File: src/rtl/sfwp_regs.svh
// Opcodes, status bit positions, counts and host register map
// Included by both ends of the serial flash protection link
`ifndef SFWP_REGS_SVH
`define SFWP_REGS_SVH

// Link opcodes
`define SFWP_OP_LATCH_SET 8'h06
`define SFWP_OP_LATCH_CLR 8'h04
`define SFWP_OP_STAT_WR 8'h01
`define SFWP_OP_STAT_RD 8'h05
`define SFWP_OP_PROG 8'h02
`define SFWP_OP_PAGE_ERASE 8'h81
`define SFWP_OP_ERASE_4K 8'h20
`define SFWP_OP_ERASE_32K_A 8'h52
`define SFWP_OP_ERASE_32K_B 8'hD8
`define SFWP_OP_CHIP_A 8'h60
`define SFWP_OP_CHIP_B 8'h62
`define SFWP_OP_CHIP_C 8'hC7
`define SFWP_OP_OTP 8'h9B

// Status byte bit positions
`define SFWP_SR_BUSY 3'h0
`define SFWP_SR_LATCH 3'h1
`define SFWP_SR_PROT 3'h2
`define SFWP_SR_LOCK 3'h7

// Least whole bytes per command, opcode included; byte and bit count ends
`define SFWP_N_STAT 3'h2
`define SFWP_N_PROG 3'h5
`define SFWP_N_ERASE 3'h4
`define SFWP_N_CHIP 3'h1
`define SFWP_BYTE_SAT 3'h7
`define SFWP_BIT_LAST 3'h7

// Protected window while the array protect bit is set
`define SFWP_PROT_LAST 24'h00FFFF

// Host register map and fields
`define SFWP_A_CMD0 4'h0
`define SFWP_A_CMD1 4'h4
`define SFWP_A_STAT 4'h8
`define SFWP_A_WP 4'hC
`define SFWP_CMD1_BITS_LO 4'h8
`define SFWP_HOST_DIV 3'h3
`define SFWP_RESP_OKAY 2'h0
`define SFWP_RESP_SLVERR 2'h2

`endif

File: src/rtl/sfwp_pkg.sv
// Types shared by both ends of the protection link
// Assumes sfwp_regs.svh for the numeric constants
package sfwp_pkg;

  typedef enum logic [1:0] {
    H_IDLE = 2'h0,
    H_LEAD = 2'h1,
    H_SHIFT = 2'h3,
    H_TRAIL = 2'h2
  } sfwp_host_e;

  typedef enum logic {
    D_IDLE = 1'h0,
    D_BUSY = 1'h1
  } sfwp_dev_e;

  typedef enum logic [2:0] {
    K_NONE = 3'h0,
    K_PROG = 3'h1,
    K_ERASE = 3'h2,
    K_CHIP = 3'h3,
    K_OTP = 3'h4
  } sfwp_kind_e;

endpackage

File: src/rtl/sfwp_if.sv
// Serial link between the host controller and the flash device
// Assumes both ends run on the same aclk
`timescale 1ns/1ps
interface sfwp_if;
  logic cs_n;
  logic sclk;
  logic mosi;
  logic wp_n;
  logic miso;
  logic miso_oe_n;
  logic miso_line;

  // Undriven data line reads high
  assign miso_line = miso_oe_n ? 1'h1 : miso;

  modport dev (
    input cs_n,
    input sclk,
    input mosi,
    input wp_n,
    output miso,
    output miso_oe_n
  );

  modport host (
    output cs_n,
    output sclk,
    output mosi,
    output wp_n,
    input miso_line
  );
endinterface

File: src/rtl/sfwp_device.sv
// Flash device end: write latch, array protect and lock bits
// Assumes link pins come from host flops on the same aclk
//
// How it works
// Latch-set opcode sets latch at select rise
// Latch-clear opcode clears latch at select rise
// Modifying commands need latch already set
// Latch opcodes ignore any trailing bytes
// Partial byte or short opcode aborts
// Protect bit blocks program and erase
// Protect bit changes only by status write
// Protect bit kept nonvolatile, shipped clear
// Locked when pin low and lock set
// Lock freezes bits, ignores status write
// Pin high: lock may set, no freeze
// Lock clears only with pin high
// Lock cleared by power cycle or status write
// Pin acts only through the lock
// Host raises pin before clearing lock
// Host leaves protect set before power-off
// Latch cleared before self-timed cycle ends
// Protected target skipped, latch cleared
// Latch clear at power-up
`timescale 1ns/1ps
`include "sfwp_regs.svh"
module sfwp_device
  import sfwp_pkg::*;
(
  // Clock and reset
  input wire logic aclk,
  input wire logic aresetn,
  // Link
  sfwp_if.dev ifc,
  // Nonvolatile cell for the protect bit
  input wire logic nv_prot_in,
  output logic nv_wr,
  output logic nv_wr_val,
  // Self-timed operation control
  output logic op_start,
  output sfwp_kind_e op_kind,
  output logic [23:0] op_addr,
  input wire logic op_done,
  // State view
  output logic write_latch_flag,
  output logic array_protect_bit,
  output logic protect_lock_bit,
  output logic hw_locked
);

  sfwp_dev_e st_r, st_nxt;
  logic cs_q_r, cs_q_nxt;
  logic sclk_q_r, sclk_q_nxt;
  logic [2:0] bit_cnt_r, bit_cnt_nxt;
  logic [2:0] byte_cnt_r, byte_cnt_nxt;
  logic [7:0] shift_r, shift_nxt;
  logic [7:0] op_r, op_nxt;
  logic [7:0] sdata_r, sdata_nxt;
  logic [23:0] addr_r, addr_nxt;
  logic latch_r, latch_nxt;
  logic prot_r, prot_nxt;
  logic lock_r, lock_nxt;
  logic lockd_r, lockd_nxt;
  logic miso_r, miso_nxt;
  logic oe_n_r, oe_n_nxt;
  logic start_r, start_nxt;
  sfwp_kind_e kind_r, kind_nxt;
  logic [23:0] oaddr_r, oaddr_nxt;
  logic nvw_r, nvw_nxt;
  logic nvv_r, nvv_nxt;

  logic rise;
  logic fall;
  logic sel_start;
  logic sel_end;
  logic locked;
  logic complete;
  logic [7:0] in_byte;
  logic [7:0] stat_v;

  assign rise = !ifc.cs_n && !sclk_q_r && ifc.sclk;
  assign fall = !ifc.cs_n && sclk_q_r && !ifc.sclk;
  assign sel_start = !ifc.cs_n && cs_q_r;
  assign sel_end = ifc.cs_n && !cs_q_r;
  // Pin low and lock set, nothing else
  assign locked = !ifc.wp_n && lock_r;
  // Whole bytes only, opcode included
  assign complete = (bit_cnt_r == 3'h0) && (byte_cnt_r != 3'h0);
  assign in_byte = {shift_r[6:0], ifc.mosi};

  always_comb begin
    stat_v = 8'h00;
    stat_v[`SFWP_SR_BUSY] = (st_r == D_BUSY);
    stat_v[`SFWP_SR_LATCH] = latch_r;
    stat_v[`SFWP_SR_PROT] = prot_r;
    stat_v[`SFWP_SR_LOCK] = lock_r;
  end

  always_comb begin : next_state
    logic is_mod;
    logic hit;
    logic [2:0] need;
    sfwp_kind_e kind;
    is_mod = 1'h0;
    hit = 1'h0;
    need = `SFWP_N_CHIP;
    kind = K_NONE;
    st_nxt = st_r;
    cs_q_nxt = ifc.cs_n;
    sclk_q_nxt = ifc.sclk;
    bit_cnt_nxt = bit_cnt_r;
    byte_cnt_nxt = byte_cnt_r;
    shift_nxt = shift_r;
    op_nxt = op_r;
    sdata_nxt = sdata_r;
    addr_nxt = addr_r;
    latch_nxt = latch_r;
    prot_nxt = prot_r;
    lock_nxt = lock_r;
    lockd_nxt = locked;
    miso_nxt = miso_r;
    oe_n_nxt = oe_n_r;
    start_nxt = 1'h0;
    kind_nxt = kind_r;
    oaddr_nxt = oaddr_r;
    nvw_nxt = 1'h0;
    nvv_nxt = nvv_r;
    if (sel_start) begin
      bit_cnt_nxt = 3'h0;
      byte_cnt_nxt = 3'h0;
      // No opcode carried over from the last frame
      op_nxt = 8'h00;
    end
    if (rise) begin
      shift_nxt = in_byte;
      bit_cnt_nxt = bit_cnt_r + 3'h1;
      if (bit_cnt_r == `SFWP_BIT_LAST) begin
        // Bytes past the ones decoded fall through unused
        if (byte_cnt_r != `SFWP_BYTE_SAT) begin
          byte_cnt_nxt = byte_cnt_r + 3'h1;
        end
        case (byte_cnt_r)
          3'h0: op_nxt = in_byte;
          3'h1: begin
            addr_nxt[23:16] = in_byte;
            sdata_nxt = in_byte;
          end
          3'h2: addr_nxt[15:8] = in_byte;
          3'h3: addr_nxt[7:0] = in_byte;
          default: ;
        endcase
      end
    end
    // Status byte out, MSB first
    if (fall && op_r == `SFWP_OP_STAT_RD && byte_cnt_r != 3'h0) begin
      miso_nxt = stat_v[~bit_cnt_r];
      oe_n_nxt = 1'h0;
    end
    if (st_r == D_BUSY && op_done) begin
      st_nxt = D_IDLE;
    end
    if (sel_end) begin
      miso_nxt = 1'h1;
      oe_n_nxt = 1'h1;
    end
    if (sel_end && st_r == D_IDLE) begin
      case (op_r)
        `SFWP_OP_LATCH_SET: begin
          if (complete) begin
            latch_nxt = 1'h1;
          end
        end
        `SFWP_OP_LATCH_CLR: begin
          if (complete) begin
            latch_nxt = 1'h0;
          end
        end
        `SFWP_OP_STAT_WR: begin
          // Only path that changes either protection bit
          if (latch_r && !locked) begin
            latch_nxt = 1'h0;
            if (complete && byte_cnt_r >= `SFWP_N_STAT) begin
              // Unlocked lock bit may go either way
              prot_nxt = sdata_r[`SFWP_SR_PROT];
              lock_nxt = sdata_r[`SFWP_SR_LOCK];
              nvw_nxt = 1'h1;
              nvv_nxt = sdata_r[`SFWP_SR_PROT];
            end
          end
        end
        `SFWP_OP_PROG: begin
          is_mod = 1'h1;
          need = `SFWP_N_PROG;
          kind = K_PROG;
          hit = prot_r && (addr_r <= `SFWP_PROT_LAST);
        end
        `SFWP_OP_PAGE_ERASE, `SFWP_OP_ERASE_4K,
        `SFWP_OP_ERASE_32K_A, `SFWP_OP_ERASE_32K_B: begin
          is_mod = 1'h1;
          need = `SFWP_N_ERASE;
          kind = K_ERASE;
          hit = prot_r && (addr_r <= `SFWP_PROT_LAST);
        end
        `SFWP_OP_CHIP_A, `SFWP_OP_CHIP_B, `SFWP_OP_CHIP_C: begin
          is_mod = 1'h1;
          need = `SFWP_N_CHIP;
          kind = K_CHIP;
          hit = prot_r;
        end
        `SFWP_OP_OTP: begin
          is_mod = 1'h1;
          need = `SFWP_N_PROG;
          kind = K_OTP;
        end
        default: ;
      endcase
      // Nothing happens without the latch
      if (is_mod && latch_r) begin
        // Cleared at start, so before the cycle ends
        latch_nxt = 1'h0;
        if (complete && byte_cnt_r >= need && !hit) begin
          start_nxt = 1'h1;
          kind_nxt = kind;
          oaddr_nxt = addr_r;
          st_nxt = D_BUSY;
        end
      end
    end
  end

  always_ff @(posedge aclk) begin
    if (!aresetn) begin
      st_r <= D_IDLE;
      cs_q_r <= 1'h1;
      sclk_q_r <= 1'h0;
      bit_cnt_r <= 3'h0;
      byte_cnt_r <= 3'h0;
      shift_r <= 8'h00;
      op_r <= 8'h00;
      sdata_r <= 8'h00;
      addr_r <= 24'h000000;
      latch_r <= 1'h0;
      prot_r <= nv_prot_in;
      lock_r <= 1'h0;
      lockd_r <= 1'h0;
      miso_r <= 1'h1;
      oe_n_r <= 1'h1;
      start_r <= 1'h0;
      kind_r <= K_NONE;
      oaddr_r <= 24'h000000;
      nvw_r <= 1'h0;
      nvv_r <= 1'h0;
    end else begin
      st_r <= st_nxt;
      cs_q_r <= cs_q_nxt;
      sclk_q_r <= sclk_q_nxt;
      bit_cnt_r <= bit_cnt_nxt;
      byte_cnt_r <= byte_cnt_nxt;
      shift_r <= shift_nxt;
      op_r <= op_nxt;
      sdata_r <= sdata_nxt;
      addr_r <= addr_nxt;
      latch_r <= latch_nxt;
      prot_r <= prot_nxt;
      lock_r <= lock_nxt;
      lockd_r <= lockd_nxt;
      miso_r <= miso_nxt;
      oe_n_r <= oe_n_nxt;
      start_r <= start_nxt;
      kind_r <= kind_nxt;
      oaddr_r <= oaddr_nxt;
      nvw_r <= nvw_nxt;
      nvv_r <= nvv_nxt;
    end
  end

  assign ifc.miso = miso_r;
  assign ifc.miso_oe_n = oe_n_r;
  assign nv_wr = nvw_r;
  assign nv_wr_val = nvv_r;
  assign op_start = start_r;
  assign op_kind = kind_r;
  assign op_addr = oaddr_r;
  assign write_latch_flag = latch_r;
  assign array_protect_bit = prot_r;
  assign protect_lock_bit = lock_r;
  assign hw_locked = lockd_r;

endmodule

File: src/flat_wrapper.sv
// flat-port wrapper written by rule: the top's interface ports become plain ports
module sfwp_device_flat import sfwp_pkg::*;
  (aclk, aresetn, nv_prot_in, nv_wr, nv_wr_val, op_start, op_kind, op_addr, op_done, write_latch_flag, array_protect_bit, protect_lock_bit, hw_locked, ifc_cs_n, ifc_sclk, ifc_mosi, ifc_wp_n, ifc_miso, ifc_miso_oe_n);
  sfwp_if ifc_i ();
  input wire logic aclk;
  input wire logic aresetn;
  input wire logic nv_prot_in;
  output logic nv_wr;
  output logic nv_wr_val;
  output logic op_start;
  output sfwp_kind_e op_kind;
  output logic [23:0] op_addr;
  input wire logic op_done;
  output logic write_latch_flag;
  output logic array_protect_bit;
  output logic protect_lock_bit;
  output logic hw_locked;
  input wire logic [$bits(ifc_i.cs_n)-1:0] ifc_cs_n;
  input wire logic [$bits(ifc_i.sclk)-1:0] ifc_sclk;
  input wire logic [$bits(ifc_i.mosi)-1:0] ifc_mosi;
  input wire logic [$bits(ifc_i.wp_n)-1:0] ifc_wp_n;
  output wire logic [$bits(ifc_i.miso)-1:0] ifc_miso;
  output wire logic [$bits(ifc_i.miso_oe_n)-1:0] ifc_miso_oe_n;
  assign ifc_i.cs_n = ifc_cs_n;
  assign ifc_i.sclk = ifc_sclk;
  assign ifc_i.mosi = ifc_mosi;
  assign ifc_i.wp_n = ifc_wp_n;
  assign ifc_miso = ifc_i.miso;
  assign ifc_miso_oe_n = ifc_i.miso_oe_n;
  sfwp_device u_core (.aclk(aclk), .aresetn(aresetn), .ifc(ifc_i), .nv_prot_in(nv_prot_in), .nv_wr(nv_wr), .nv_wr_val(nv_wr_val), .op_start(op_start), .op_kind(op_kind), .op_addr(op_addr), .op_done(op_done), .write_latch_flag(write_latch_flag), .array_protect_bit(array_protect_bit), .protect_lock_bit(protect_lock_bit), .hw_locked(hw_locked));
endmodule
File: config.mk
export PLATFORM = sky130hd
export DESIGN_NAME = sfwp_device_flat
export DESIGN_NICKNAME = d
export VERILOG_FILES = /design/src/rtl/sfwp_pkg.sv /design/src/rtl/sfwp_if.sv /design/src/rtl/sfwp_device.sv /design/src/flat_wrapper.sv
export VERILOG_INCLUDE_DIRS = /design/src /design/src/rtl
export SDC_FILE = /design/constraint.sdc
export NUM_CORES = 1
export LEC_CHECK = 0
export ABC_AREA = 1
export ABC_CLOCK_PERIOD_IN_PS = 2140
export BUFFER_PORTS_ARGS = -buffer_cell sky130_fd_sc_hd__buf_4
export CORE_MARGIN = 1.5
export CORE_UTILIZATION = 30
export CTS_BUF_LIST = sky130_fd_sc_hd__clkbuf_4 sky130_fd_sc_hd__clkbuf_8 sky130_fd_sc_hd__clkbuf_16
export DETAILED_ROUTE_END_ITERATION = 8
export GPL_ROUTABILITY_DRIVEN = 0
export PLACE_DENSITY_LB_ADDON = 0.1
export SYNTH_ARGS = -nofsm -noshare
export SYNTH_HDL_FRONTEND = slang
export SYNTH_SLANG_ARGS = --single-unit
File: constraint.sdc
create_clock -name aclk -period 2.14 [get_ports aclk]
set_input_delay 0.428 -clock aclk [delete_from_list [all_inputs] [get_ports aclk]]
set_output_delay 0.428 -clock aclk [all_outputs]
set_load 0.05 [all_outputs]
# == Word level (Yosys, flattened, before mapping) ==
# Cells that the tools add are included.
# classes
add_sub_neg,2
order_cmp,4
n_eq_ne,25
mux,35
bitwise_logic,3
reduce_logical,45
# ops
cell,count
"8-bit equality test, second input constant",4
8-bit 2-to-1 mux,4
"8-bit by 3-bit equality test with 1-bit output, second input constant",3
"8-bit by 7-bit equality test with 1-bit output, second input constant",3
"24-bit by 16-bit less-or-equal comparator with 1-bit output, second input constant",1
3-bit 2-to-1 mux,7
1-bit 2-to-1 mux,19
1-bit logical AND,18
3-bit AND reduction,5
3-bit one-hot mux with 4 select lines,1
4-bit AND reduction,3
"3-bit by 1-bit inequality test with 1-bit output, second input constant",3
9-bit OR reduction,1
"8-bit by 1-bit equality test with 1-bit output, second input constant",1
"8-bit by 2-bit equality test with 1-bit output, second input constant",1
"8-bit by 6-bit equality test with 1-bit output, second input constant",1
"2-bit by 1-bit inequality test with 1-bit output, second input constant",4
1-bit zero test,7
"3-bit by 1-bit adder with 3-bit output, second input constant",2
"3-bit by 2-bit equality test with 1-bit output, second input constant",2
3-bit zero test,2
3-bit one-hot mux with 2 select lines,1
5-bit AND reduction,1
5-bit OR reduction,1
other kinds (17),19
# word_totals
register_bits,84
in_bits,8
output_inout_bits,36
wordCells,135

# == Longest topological paths before layout ==
# Gate-level depths: netlist (run 1).
# logic_depth
ltp_word,10
mapped_depth,18
ltp_nobuf,18

# == Worst setup path after synthesis (run 1) ==
# Ideal clock, no wire load.
# synth_path
path_type,register to register
start,reg u_core.op_r[1]
end,reg u_core.st_r
setup_time_ns,0.136
t_arrival_ns,2.020
slack_ns,-0.015
stages_incl_launch_ff,17
n_path_buf,1
synth_period_minus_slack_ns,2.155
cell_sequence,dfxtp_1 > inv_2 > nand2_1 > nor2_1 > nand2_2 > nand2_4 > nor2_8 > inv_1 > nor3_1 > ha_1 > o21ai_0 > inv_1 > o21ai_0 > inv_2 > nand4_4 > buf_2 > o22ai_1
# synth_between
elab_chain_len,10
word_cells_on_any_way,28
# synth_rtl
element,line_no,rtl
start: declaration,sfwp_device.sv:56,"logic [7:0] op_r, op_nxt;"
start signal: assignment,sfwp_device.sv:259,op_r <= op_nxt;
"8-bit equality test, or another cell as far along",sfwp_device.sv:166,case (op_r)
4-bit OR reduction / 2-bit OR reduction (equally long branches),n/a,
3-bit one-hot mux with 2 select lines,sfwp_device.sv:166,
3-bit 2-to-1 mux,sfwp_device.sv:165,if (sel_end && st_r == D_IDLE) begin
3-bit greater-or-equal comparator,sfwp_device.sv:220,if (complete && byte_cnt_r >= need && !hit) begin
1-bit logical AND (2 in series),sfwp_device.sv:220,
1-bit 2-to-1 mux,sfwp_device.sv:220,
1-bit 2-to-1 mux (*),sfwp_device.sv:217,if (is_mod && latch_r) begin
1-bit 2-to-1 mux (*),sfwp_device.sv:165,
end signal: assignment,sfwp_device.sv:253,st_r <= st_nxt;
end: declaration,sfwp_device.sv:50,"sfwp_dev_e st_r, st_nxt;"
# Every way passes the cells marked *; elsewhere a longest branch is shown, timed or not. The select of a mux whose other input is x is not followed.
# A chain may end at the register's enable or synchronous reset.

# == Final worst setup path (run 1) ==
# layout_path
start,reg u_core.op_r[5]
end,"reg u_core.oaddr_r[8], in the netlist u_core.op_addr[8]"
# layout_between
elab_chain_len,8
word_cells_on_any_way,26
# layout_rtl
element,line_no,rtl
"8-bit equality test, or another cell as far along",sfwp_device.sv:166,
4-bit OR reduction / 2-bit OR reduction (equally long branches),n/a,
3-bit one-hot mux with 2 select lines,sfwp_device.sv:166,
3-bit 2-to-1 mux,sfwp_device.sv:165,
3-bit greater-or-equal comparator,sfwp_device.sv:220,
1-bit logical AND (2 in series),sfwp_device.sv:220,
3-bit AND reduction (no source line) (*),n/a,
end signal: assignment,sfwp_device.sv:270,oaddr_r <= oaddr_nxt;
end: declaration,sfwp_device.sv:67,"logic [23:0] oaddr_r, oaddr_nxt;"
# Marked as above.

==> run summary, run 1 <==
Via/cell ratio = 4.595
Synth area leader = dfxtp_1
Leak = 2.467 nW
Flip-flop and latch count after synthesis = 84
Crit-path max cell delay = 0.34 ns
Post-synth top area share = 0.4247
Router iterations before antenna repair = 5
Post-synth ARST share = 0
Max_slew headroom = 0.6963
Worst Clk Skew = 0.007792 ns
Max-Cap Viols = 0
Failing checks = setup timing
Clk_lat worst skew = 0.35 ns
Outcome = complete, but fails checks
CTS tree = done
FP Rows = 41
Most frequent cells after synthesis = 100 x nor2_1, 98 x nand2_1, 83 x dfxtp_1, 40 x a21oi_1, 40 x inv_1
Gate Count Post-Synth = 520
Sequential area share after synthesis = 0.4324
Met2 global-route usage = 0.2543
Post-DR wirelength/cell = 14.30 um
Final hold vios = 0
Filler Cells Inserted = 1,330
GRT Util Overall = 0.1679
Place WS = -0.08787 ns
Die area = 13,740 um^2
CTS buffer count = 9
H-Tree Depth = 3
Slowest cell on crit path = dfxtp_2
Chip width = 117.2 um
Post-synth cell types = 31
Clock-pin slew on the worst setup and hold paths = 0.06 ns
Period minus WS final = 2.167 ns
Worst Path Required = 2.43 ns
Via Count = 3,589
Type of the tightest min-delay check = input pin to register
Endpoints failing setup = 4
Area contributors post-synth = dfxtp_1 42%, nor2_1 9.6%, nand2_1 9.4%
Worst EP arrival = 2.45 ns
Final Total Pwr = 3.281 mW
Peak supply drop = 0.3097 mV
Avg Inst Size Synth = 7.524 um^2
Most used routing layer = met2
Diode count = 0
Setup Total Neg Slack = -0.03251 ns
PnR worst setup slack = -0.02717 ns
Number of synthesized flops with an enable pin = 1
CTS Buffer Depth = 2
Sequence of cells on the critical path = inv_4, nand2_4, nor2_4, nand2_2, nand2_4, nor2_8, inv_2, nor3_2, ha_1, o21ai_1, inv_1, o21ai_2, inv_2, nand2_8, buf_12, clkbuf_16, o21bai_4, nand2_1, nor2_1
Core area = 12,670 um^2
Pwr Density = 610.3 nW/um^2
Root Driver = clkbuf_16
Max Fclk = 461.4 MHz
Port Buffer Count = 43
Drt total wl = 11,170 um
DRT antenna net count = 0
Clock sink total = 84
Crit path max fanout = 6
CP Capture Type = register
Period Utilization, post-route = 1.013
Yosys warnings = 0
First-pass GRT wire length = 17,310 um
Initial antenna violation count = 0
Main flop type after synthesis = dfxtp_1
Post-synthesis net count = 539
Starting DRT DRC Count = 217
Final hold slack = 0.2500 ns
CTS hold repair buffers = 0
Met1 usage = 0.2311
Share of layout cells above drive strength 1 = 0.3251
Global route overflow = 0
I/O pin count = 44
Met3 usage = 0.03605
Top-count cell post-synth = nor2_1
RSZ-0062 raised after global routing = true
Post-DP HPWL = 7635 um
Initial Util = 0.3088
Worst setup SP type = register
Fin. max-slew vios = 0
Tightest Pin Transition = 0.4508 ns
Critical path type = register to register
Post-Syn Area = 3913 um^2
Nets = 625
DRC = 0
Maximum number of pins on one net before global-route repair = 35
Die Ht = 117.2 um
Vias in the first global route = 3,367
Synth-to-layout area growth = 37.42%
-- path summary, 6_finish.rpt --
check        slack, ns              endpoint                 start  depth (start not counted)
max              -0.03     u_core.op_addr[8]        u_core.op_r[5]                         19
min               0.25      u_core.hw_locked              ifc_wp_n                          2
max reg2reg      -0.03     u_core.op_addr[8]        u_core.op_r[5]                         19
min reg2reg       0.45  u_core.ifc.miso_oe_n  u_core.ifc.miso_oe_n                          2
-- metrics by stage --
stage / instances / util / area, um^2
detailed placement: 753 / 0.3681 / 4664
global route: 781 / 0.4243 / 5376
CTS: 773 / 0.4056 / 5140
finish: 781 / 0.4243 / 5376
global placement: 753 / 0.3681 / 4664
floorplan: 520 / - / 3915
-- metal layers --
metal  wire (um)  vias to the layer above
met3         507                        8
li1            -                     1834
met1        5398                     1682
met2        5154                       65
met5           0                        -
met4         109                        0
-- repair_timing --
item / 4_1_cts / 5_1_grt
cloned: 2 / 3
gates resized for setup: 27 / 40
pin swaps: 11 / 24
setup buffers: 4 / 6
endpoints found under the setup margin: 29 / 29
-- worst max-delay path: cells and delay by family (launching register included) --
family | cells | cell delay, ns
AOI/OAI and AO/OA | 3 | 0.23
adders and majority gates | 1 | 0.26
buffers and inverters | 6 | 0.61
DFF | 1 | 0.34
and+or+nand+nor | 9 | 0.65
-- cells in the final DEF (no fill, tap or decap), drive strengths merged, types with 2 or more instances in the layout --
master and instances:
nand2 109, nor2 106, buf 94, dfxtp 83, inv 52, a21oi 40, o21ai 30, nand3 27
o21bai 25, clkbuf 13, ha 11, nand4 5, nor3 4, a211oi 2
-- logic make-up (layout without fill, tap and decap cells) --
logic type	count (synthesis)	in the layout	share of synthesized area
buffers and inverters	72	161	0.07867
adders and majority gates	11	11	0.03518
AOI/OAI and AO/OA	101	101	0.1679
DFF	84	84	0.4324
and+or+nand+nor	252	252	0.2859
-- sequential cells by signal (all words and copies together) (netlist names) --
signal                    cells
u_core.sclk_q_r               1
u_core.ifc.miso               1
u_core.nv_wr_val              1
u_core.addr_r                16
u_core.op_addr               24
u_core.op_start               1
u_core.op_kind                3
u_core.protect_lock_bit       1
u_core.cs_q_r                 1
u_core.st_r                   1
u_core.bit_cnt_r              3
u_core.write_latch_flag       1
u_core.op_r                   8
u_core.hw_locked              1
u_core.shift_r                7
u_core.nv_wr                  1
u_core.ifc.miso_oe_n          1
u_core.array_protect_bit      1
u_core.byte_cnt_r             3
u_core.sdata_r                8
-- power by group --
group          internal, mW  switching (mW)  total [mW]
clock network         0.959           0.642        1.60
logic                0.0268          0.0729      0.0997
registers              1.57         0.00945        1.58
-- final cells by class --
cell class	count	area, um^2	area share
Tap cell	172	215.2	0.04003
Timing Repair Buffer	96	857.1	0.1594
Multi-Input combinational cell	364	2097	0.3900
Inverter	51	198.9	0.03700
Clock buffer	11	252.7	0.04701
Sequential cell	84	1709	0.3179
Clock inverter	3	46.29	0.008611
No activity file was read; power rests on OpenSTA's default activity.
==> run 2, diff against run 1 <==
==> constraint.sdc (replaced) <==
create_clock -name aclk -period 2.14 [get_ports aclk]
set_input_delay 0.642 -clock aclk [delete_from_list [all_inputs] [get_ports aclk]]
set_output_delay 0.642 -clock aclk [all_outputs]
set_load 0.05 [all_outputs]
==> run summary, run 2 (same netlist as run 1, synthesis figures left out) <==
Clock-pin slew on the worst setup and hold paths = 0.07 ns
Fin. max-slew vios = 0
Post-DP HPWL = 7328 um
FP Rows = 41
Final hold vios = 0
Failing checks = setup timing
Global route overflow = 0
Max Fclk = 456.4 MHz
Worst Path Required = 2.38 ns
Worst hold path startpoint = u_core.ifc.miso_oe_n
Endpoints failing setup = 22
H-Tree Depth = 3
Initial antenna violation count = 0
PnR worst setup slack = -0.05096 ns
Starting DRT DRC Count = 180
Via/cell ratio = 4.530
Max-Cap Viols = 0
First-pass GRT wire length = 16,980 um
Max_slew headroom = 0.6180
Critical path type = register to register
Commonest non-fill, non-tap cells in the layout = 90 x nand2_1, 90 x buf_4, 79 x nor2_1
Maximum number of pins on one net before global-route repair = 57
Sequential cell area = 1707 um^2
Nets = 630
Place WS = -0.1030 ns
R2R depth = 18
Diode count = 0
RSZ-0062 raised after global routing = true
Core area = 12,670 um^2
GRT Util Overall = 0.1633
Multi-input gate area = 2069 um^2
Clock sink total = 84
Die Ht = 117.2 um
Peak supply drop = 0.3414 mV
CTS tree = done
Worst r2r src = u_core.op_r[1]
I/O pin count = 44
Vias in the first global route = 3,316
Worst setup SP type = register
Leak = 2.468 nW
Pwr Density = 610.5 nW/um^2
Post-DR wirelength/cell = 13.95 um
Router iterations before antenna repair = 4
Chip width = 117.2 um
Worst EP arrival = 2.43 ns
Period minus WS final = 2.191 ns
Critical Path Source = u_core.op_r[1]
Via Count = 3,570
CP Capture Type = register
Non-Filler Instances = 788
Period Utilization, post-route = 1.024
Share of layout cells above drive strength 1 = 0.3393
Root Driver = clkbuf_16
Max FFs per register = 24
Synth-to-layout area growth = 37.16%
Initial Util = 0.3088
CTS buffer count = 9
CTS Buffer Depth = 2
Tightest Pin Transition = 0.5730 ns
Final hold slack = 0.4487 ns
DRT antenna net count = 0
Worst Clk Skew = 0.009226 ns
Port Buffer Count = 43
Type of the tightest min-delay check = register to register
DRC = 0
Clk_lat worst skew = 0.34 ns
Drt total wl = 10,990 um
Die area = 13,740 um^2
Crit path max fanout = 7
Filler Cells Inserted = 1,309
Hold Path Depth = 2
Outcome = complete, but fails checks
Cells after DPL = 754
Fin util = 0.4235
==> run 2: changes by cell type in the layout (fill, tap and decap cells not counted), sizes merged <==
cell    change
bufinv      -1
inv         +1
clkinv      +2
buf         +5
==> run 2: cell type report <==
| type | instances | area share |
|---|---|---|
| flip-flops and latches | 84 | 0.3180 |
| clock buffers | 11 | 0.04920 |
| inverters | 51 | 0.03707 |
| multi-input cells | 364 | 0.3856 |
| well taps | 172 | 0.04010 |
| clock inverters | 5 | 0.007694 |
| repair buffers | 101 | 0.1623 |
==> run 2: through the flow <==
stage	total power, mW	TNS [ns]	cell area, um^2
after CTS	3.312	-0.8649	5215
final	3.276	-0.6069	5366
after global routing	3.383	-5.159	5366
after global placement	1.720	-0.9627	4672
after floorplan	1.675	0	3915
after detailed placement	1.720	-2.281	4672
==> run 2: path summary, 6_finish.rpt <==
check,endpoint,slack (ns)
max,u_core.op_addr[0],-0.05
min,u_core.ifc.miso_oe_n,0.45
max reg2reg,u_core.op_addr[0],-0.05
min reg2reg,u_core.ifc.miso_oe_n,0.45
==> run 2: repair_timing <==
item | in CTS | in global routing
hold buffers | 0 | 0
gates resized for setup | 27 | 41
buffers inserted | 12 | 4
setup endpoints to repair | 29 | 29
cloned | 2 | 3
pin swaps | 2 | 17
==> run 2: worst max-delay path, stage by stage, from the launching register on <==
cell and delay [ns]:
dfxtp_4 0.37, inv_4 0.08, nand2_4 0.06, nor2_4 0.10, nand2_2 0.07, nand2_4 0.09, nor2_8 0.05, inv_2 0.05
nor3_2 0.04, ha_1 0.26, o21ai_1 0.05, inv_1 0.06, o21ai_2 0.05, inv_2 0.10, buf_12 0.10, nand4_4 0.15
clkbuf_16 0.23, nor2_1 0.10, nor2_1 0.05
==> run 2: power by group <==
part | switching, mW | internal (mW)
combinational | 0.0713 | 0.0283
clock | 0.693 | 0.903
sequential | 0.00965 | 1.57
total | 0.774 | 2.50
==> run 2: routing by layer <==
layer | vias up | part of all wire | GRT usage
li1 | 1850 | - | -
met1 | 1642 | 0.50 | 0.2234
met2 | 66 | 0.45 | 0.2578
met3 | 12 | 0.038 | 0.03141
met4 | 0 | 0.015 | 0.05542
met5 | - | 0 | 0
==> run 3, diff against run 2 <==
Settings changed: CORE_UTILIZATION 30 to 52.
==> run summary, run 3 (same netlist as run 1, synthesis figures left out) <==
Most common cell after layout, fill and taps aside = nor2_1
Starting DRT DRC Count = 193
Critical path type = register to register
Port Buffer Count = 43
Top sig layer = met4
Initial Util = 0.5394
CP Capture Type = register
Fin. max-slew vios = 0
Global route overflow = 0
Place WS = -0.07925 ns
Share of layout cells above drive strength 1 = 0.3045
Worst EP arrival = 2.49 ns
CTS buffer count = 9
Period minus WS final = 2.230 ns
I/O pin count = 44
Commonest non-fill, non-tap cells in the layout = 93 x nor2_1, 89 x nand2_1, 80 x buf_4
Diode count = 0
Max-Cap Viols = 0
H-Tree Depth = 3
Metal2 WL = 4609 um
Vias in the first global route = 3,326
First-pass GRT wire length = 16,170 um
Non-Filler Instances = 700
DRT antenna net count = 0
Cells after DPL = 678
Final hold slack = 0.4552 ns
Core area = 7253 um^2
GRT Util Overall = 0.2458
Max Fclk = 448.4 MHz
PnR worst setup slack = -0.08994 ns
Setup Total Neg Slack = -1.599 ns
FP Rows = 31
Endpoints failing setup = 28
Max FFs per register = 24
Clock sink total = 84
Pwr Density = 538.0 nW/um^2
Drt total wl = 10,000 um
Nets = 616
Type of the tightest min-delay check = input pin to register
Leak = 2.339 nW
WL met1 = 4728 um
Max_slew headroom = 0.6995
Root Driver = clkbuf_8
Synth-to-layout area growth = 28.21%
Failing checks = setup timing
Maximum number of pins on one net before global-route repair = 32
CTS hold repair buffers = 0
Outcome = complete, but fails checks
Post-DR wirelength/cell = 14.29 um
Initial antenna violation count = 0
Worst setup SP type = register
DRC = 0
Worst Clk Skew = 0.01176 ns
Worst Path Required = 2.40 ns
Clk_lat worst skew = 0.36 ns
RSZ-0062 raised after global routing = true
Post-DP HPWL = 6844 um
Peak supply drop = 0.3277 mV
Tightest Pin Transition = 0.4503 ns
Via/cell ratio = 5.177
Period Utilization, post-route = 1.042
Fin util = 0.6916
CTS tree = done
Clock-pin slew on the worst setup and hold paths = 0.09 ns
Die Ht = 89.74 um
Chip width = 89.74 um
Met3 Wirelength = 489 um
Via Count = 3,624
Die area = 8053 um^2
Final hold vios = 0
Filler Cells Inserted = 586
Router iterations before antenna repair = 5
CTS Buffer Depth = 2
Crit path max fanout = 6
==> run 3: cell types whose count changed in the layout (fill, tap and decap cells not counted), sizes merged <==
cell | before | now
inv | 53 | 52
clkbuf | 13 | 11
buf | 99 | 85
clkinv | 2 | 3
clkinvlp | 1 | 2
==> run 3: per-layer routing <==
layer	track usage	up-vias
li1	-	1824
met1	0.3303	1685
met2	0.4001	101
met3	0.04315	14
met4	0.08333	0
met5	0	-
==> run 3: repair_timing <==
| action | 4_1_cts | 5_1_grt |
|---|---|---|
| gates resized for setup | 13 | 40 |
| setup buffers | 0 | 4 |
| cloned | 1 | 2 |
| endpoints found under the setup margin | 26 | 29 |
| pin swaps | 2 | 17 |
==> run 3: worst paths after layout <==
check / cells past startpoint / startpoint / endpoint / slack, ns
setup / recovery: 17 / u_core.op_r[0] / u_core.op_addr[2] / -0.09
setup reg to reg: 17 / u_core.op_r[0] / u_core.op_addr[2] / -0.09
hold reg to reg: 2 / u_core.ifc.miso_oe_n / u_core.ifc.miso_oe_n / 0.46
hold / removal: 2 / ifc_wp_n / u_core.hw_locked / 0.46
==> run 3: area by class of cell <==
type                       count  area, um^2  area share
inverter                      51       193.9     0.03866
multi-input combinational    364        2077      0.4141
clock inverter                 6       50.05    0.009978
clock buffer                   9       123.9     0.02469
timing repair buffer          87       740.7      0.1477
tap                           99       123.9     0.02469
sequential                    84        1707      0.3402
==> run 3: per-stage QoR <==
step	instance area [um^2]	total power [mW]
after floorplan	3915	1.675
after global placement	4546	1.715
after detailed placement	4546	1.716
after CTS	4772	2.714
after global routing	5016	2.799
final	5016	2.699
==> run 3: power by group <==
part	leakage (nW)	internal, mW	switching (mW)	total (mW)
Combinational	1.57	0.0276	0.0722	0.0998
Sequential	0.684	1.57	0.00974	1.58
Clock	0.0819	0.425	0.594	1.02
==> run 3: worst max-delay path, cell delays in order (launching register included) <==
cell      delay [ns]
dfxtp_2         0.35
inv_2           0.10
nand2_4         0.07
nor2_1          0.14
nand2_2         0.08
nand2_4         0.09
nor2_8          0.03
buf_4           0.13
ha_1            0.27
o21ai_2         0.11
inv_1           0.06
o21ai_2         0.14
inv_2           0.09
nand2_8         0.13
buf_12          0.14
o21bai_1        0.08
nand2_1         0.08
nor2_1          0.04
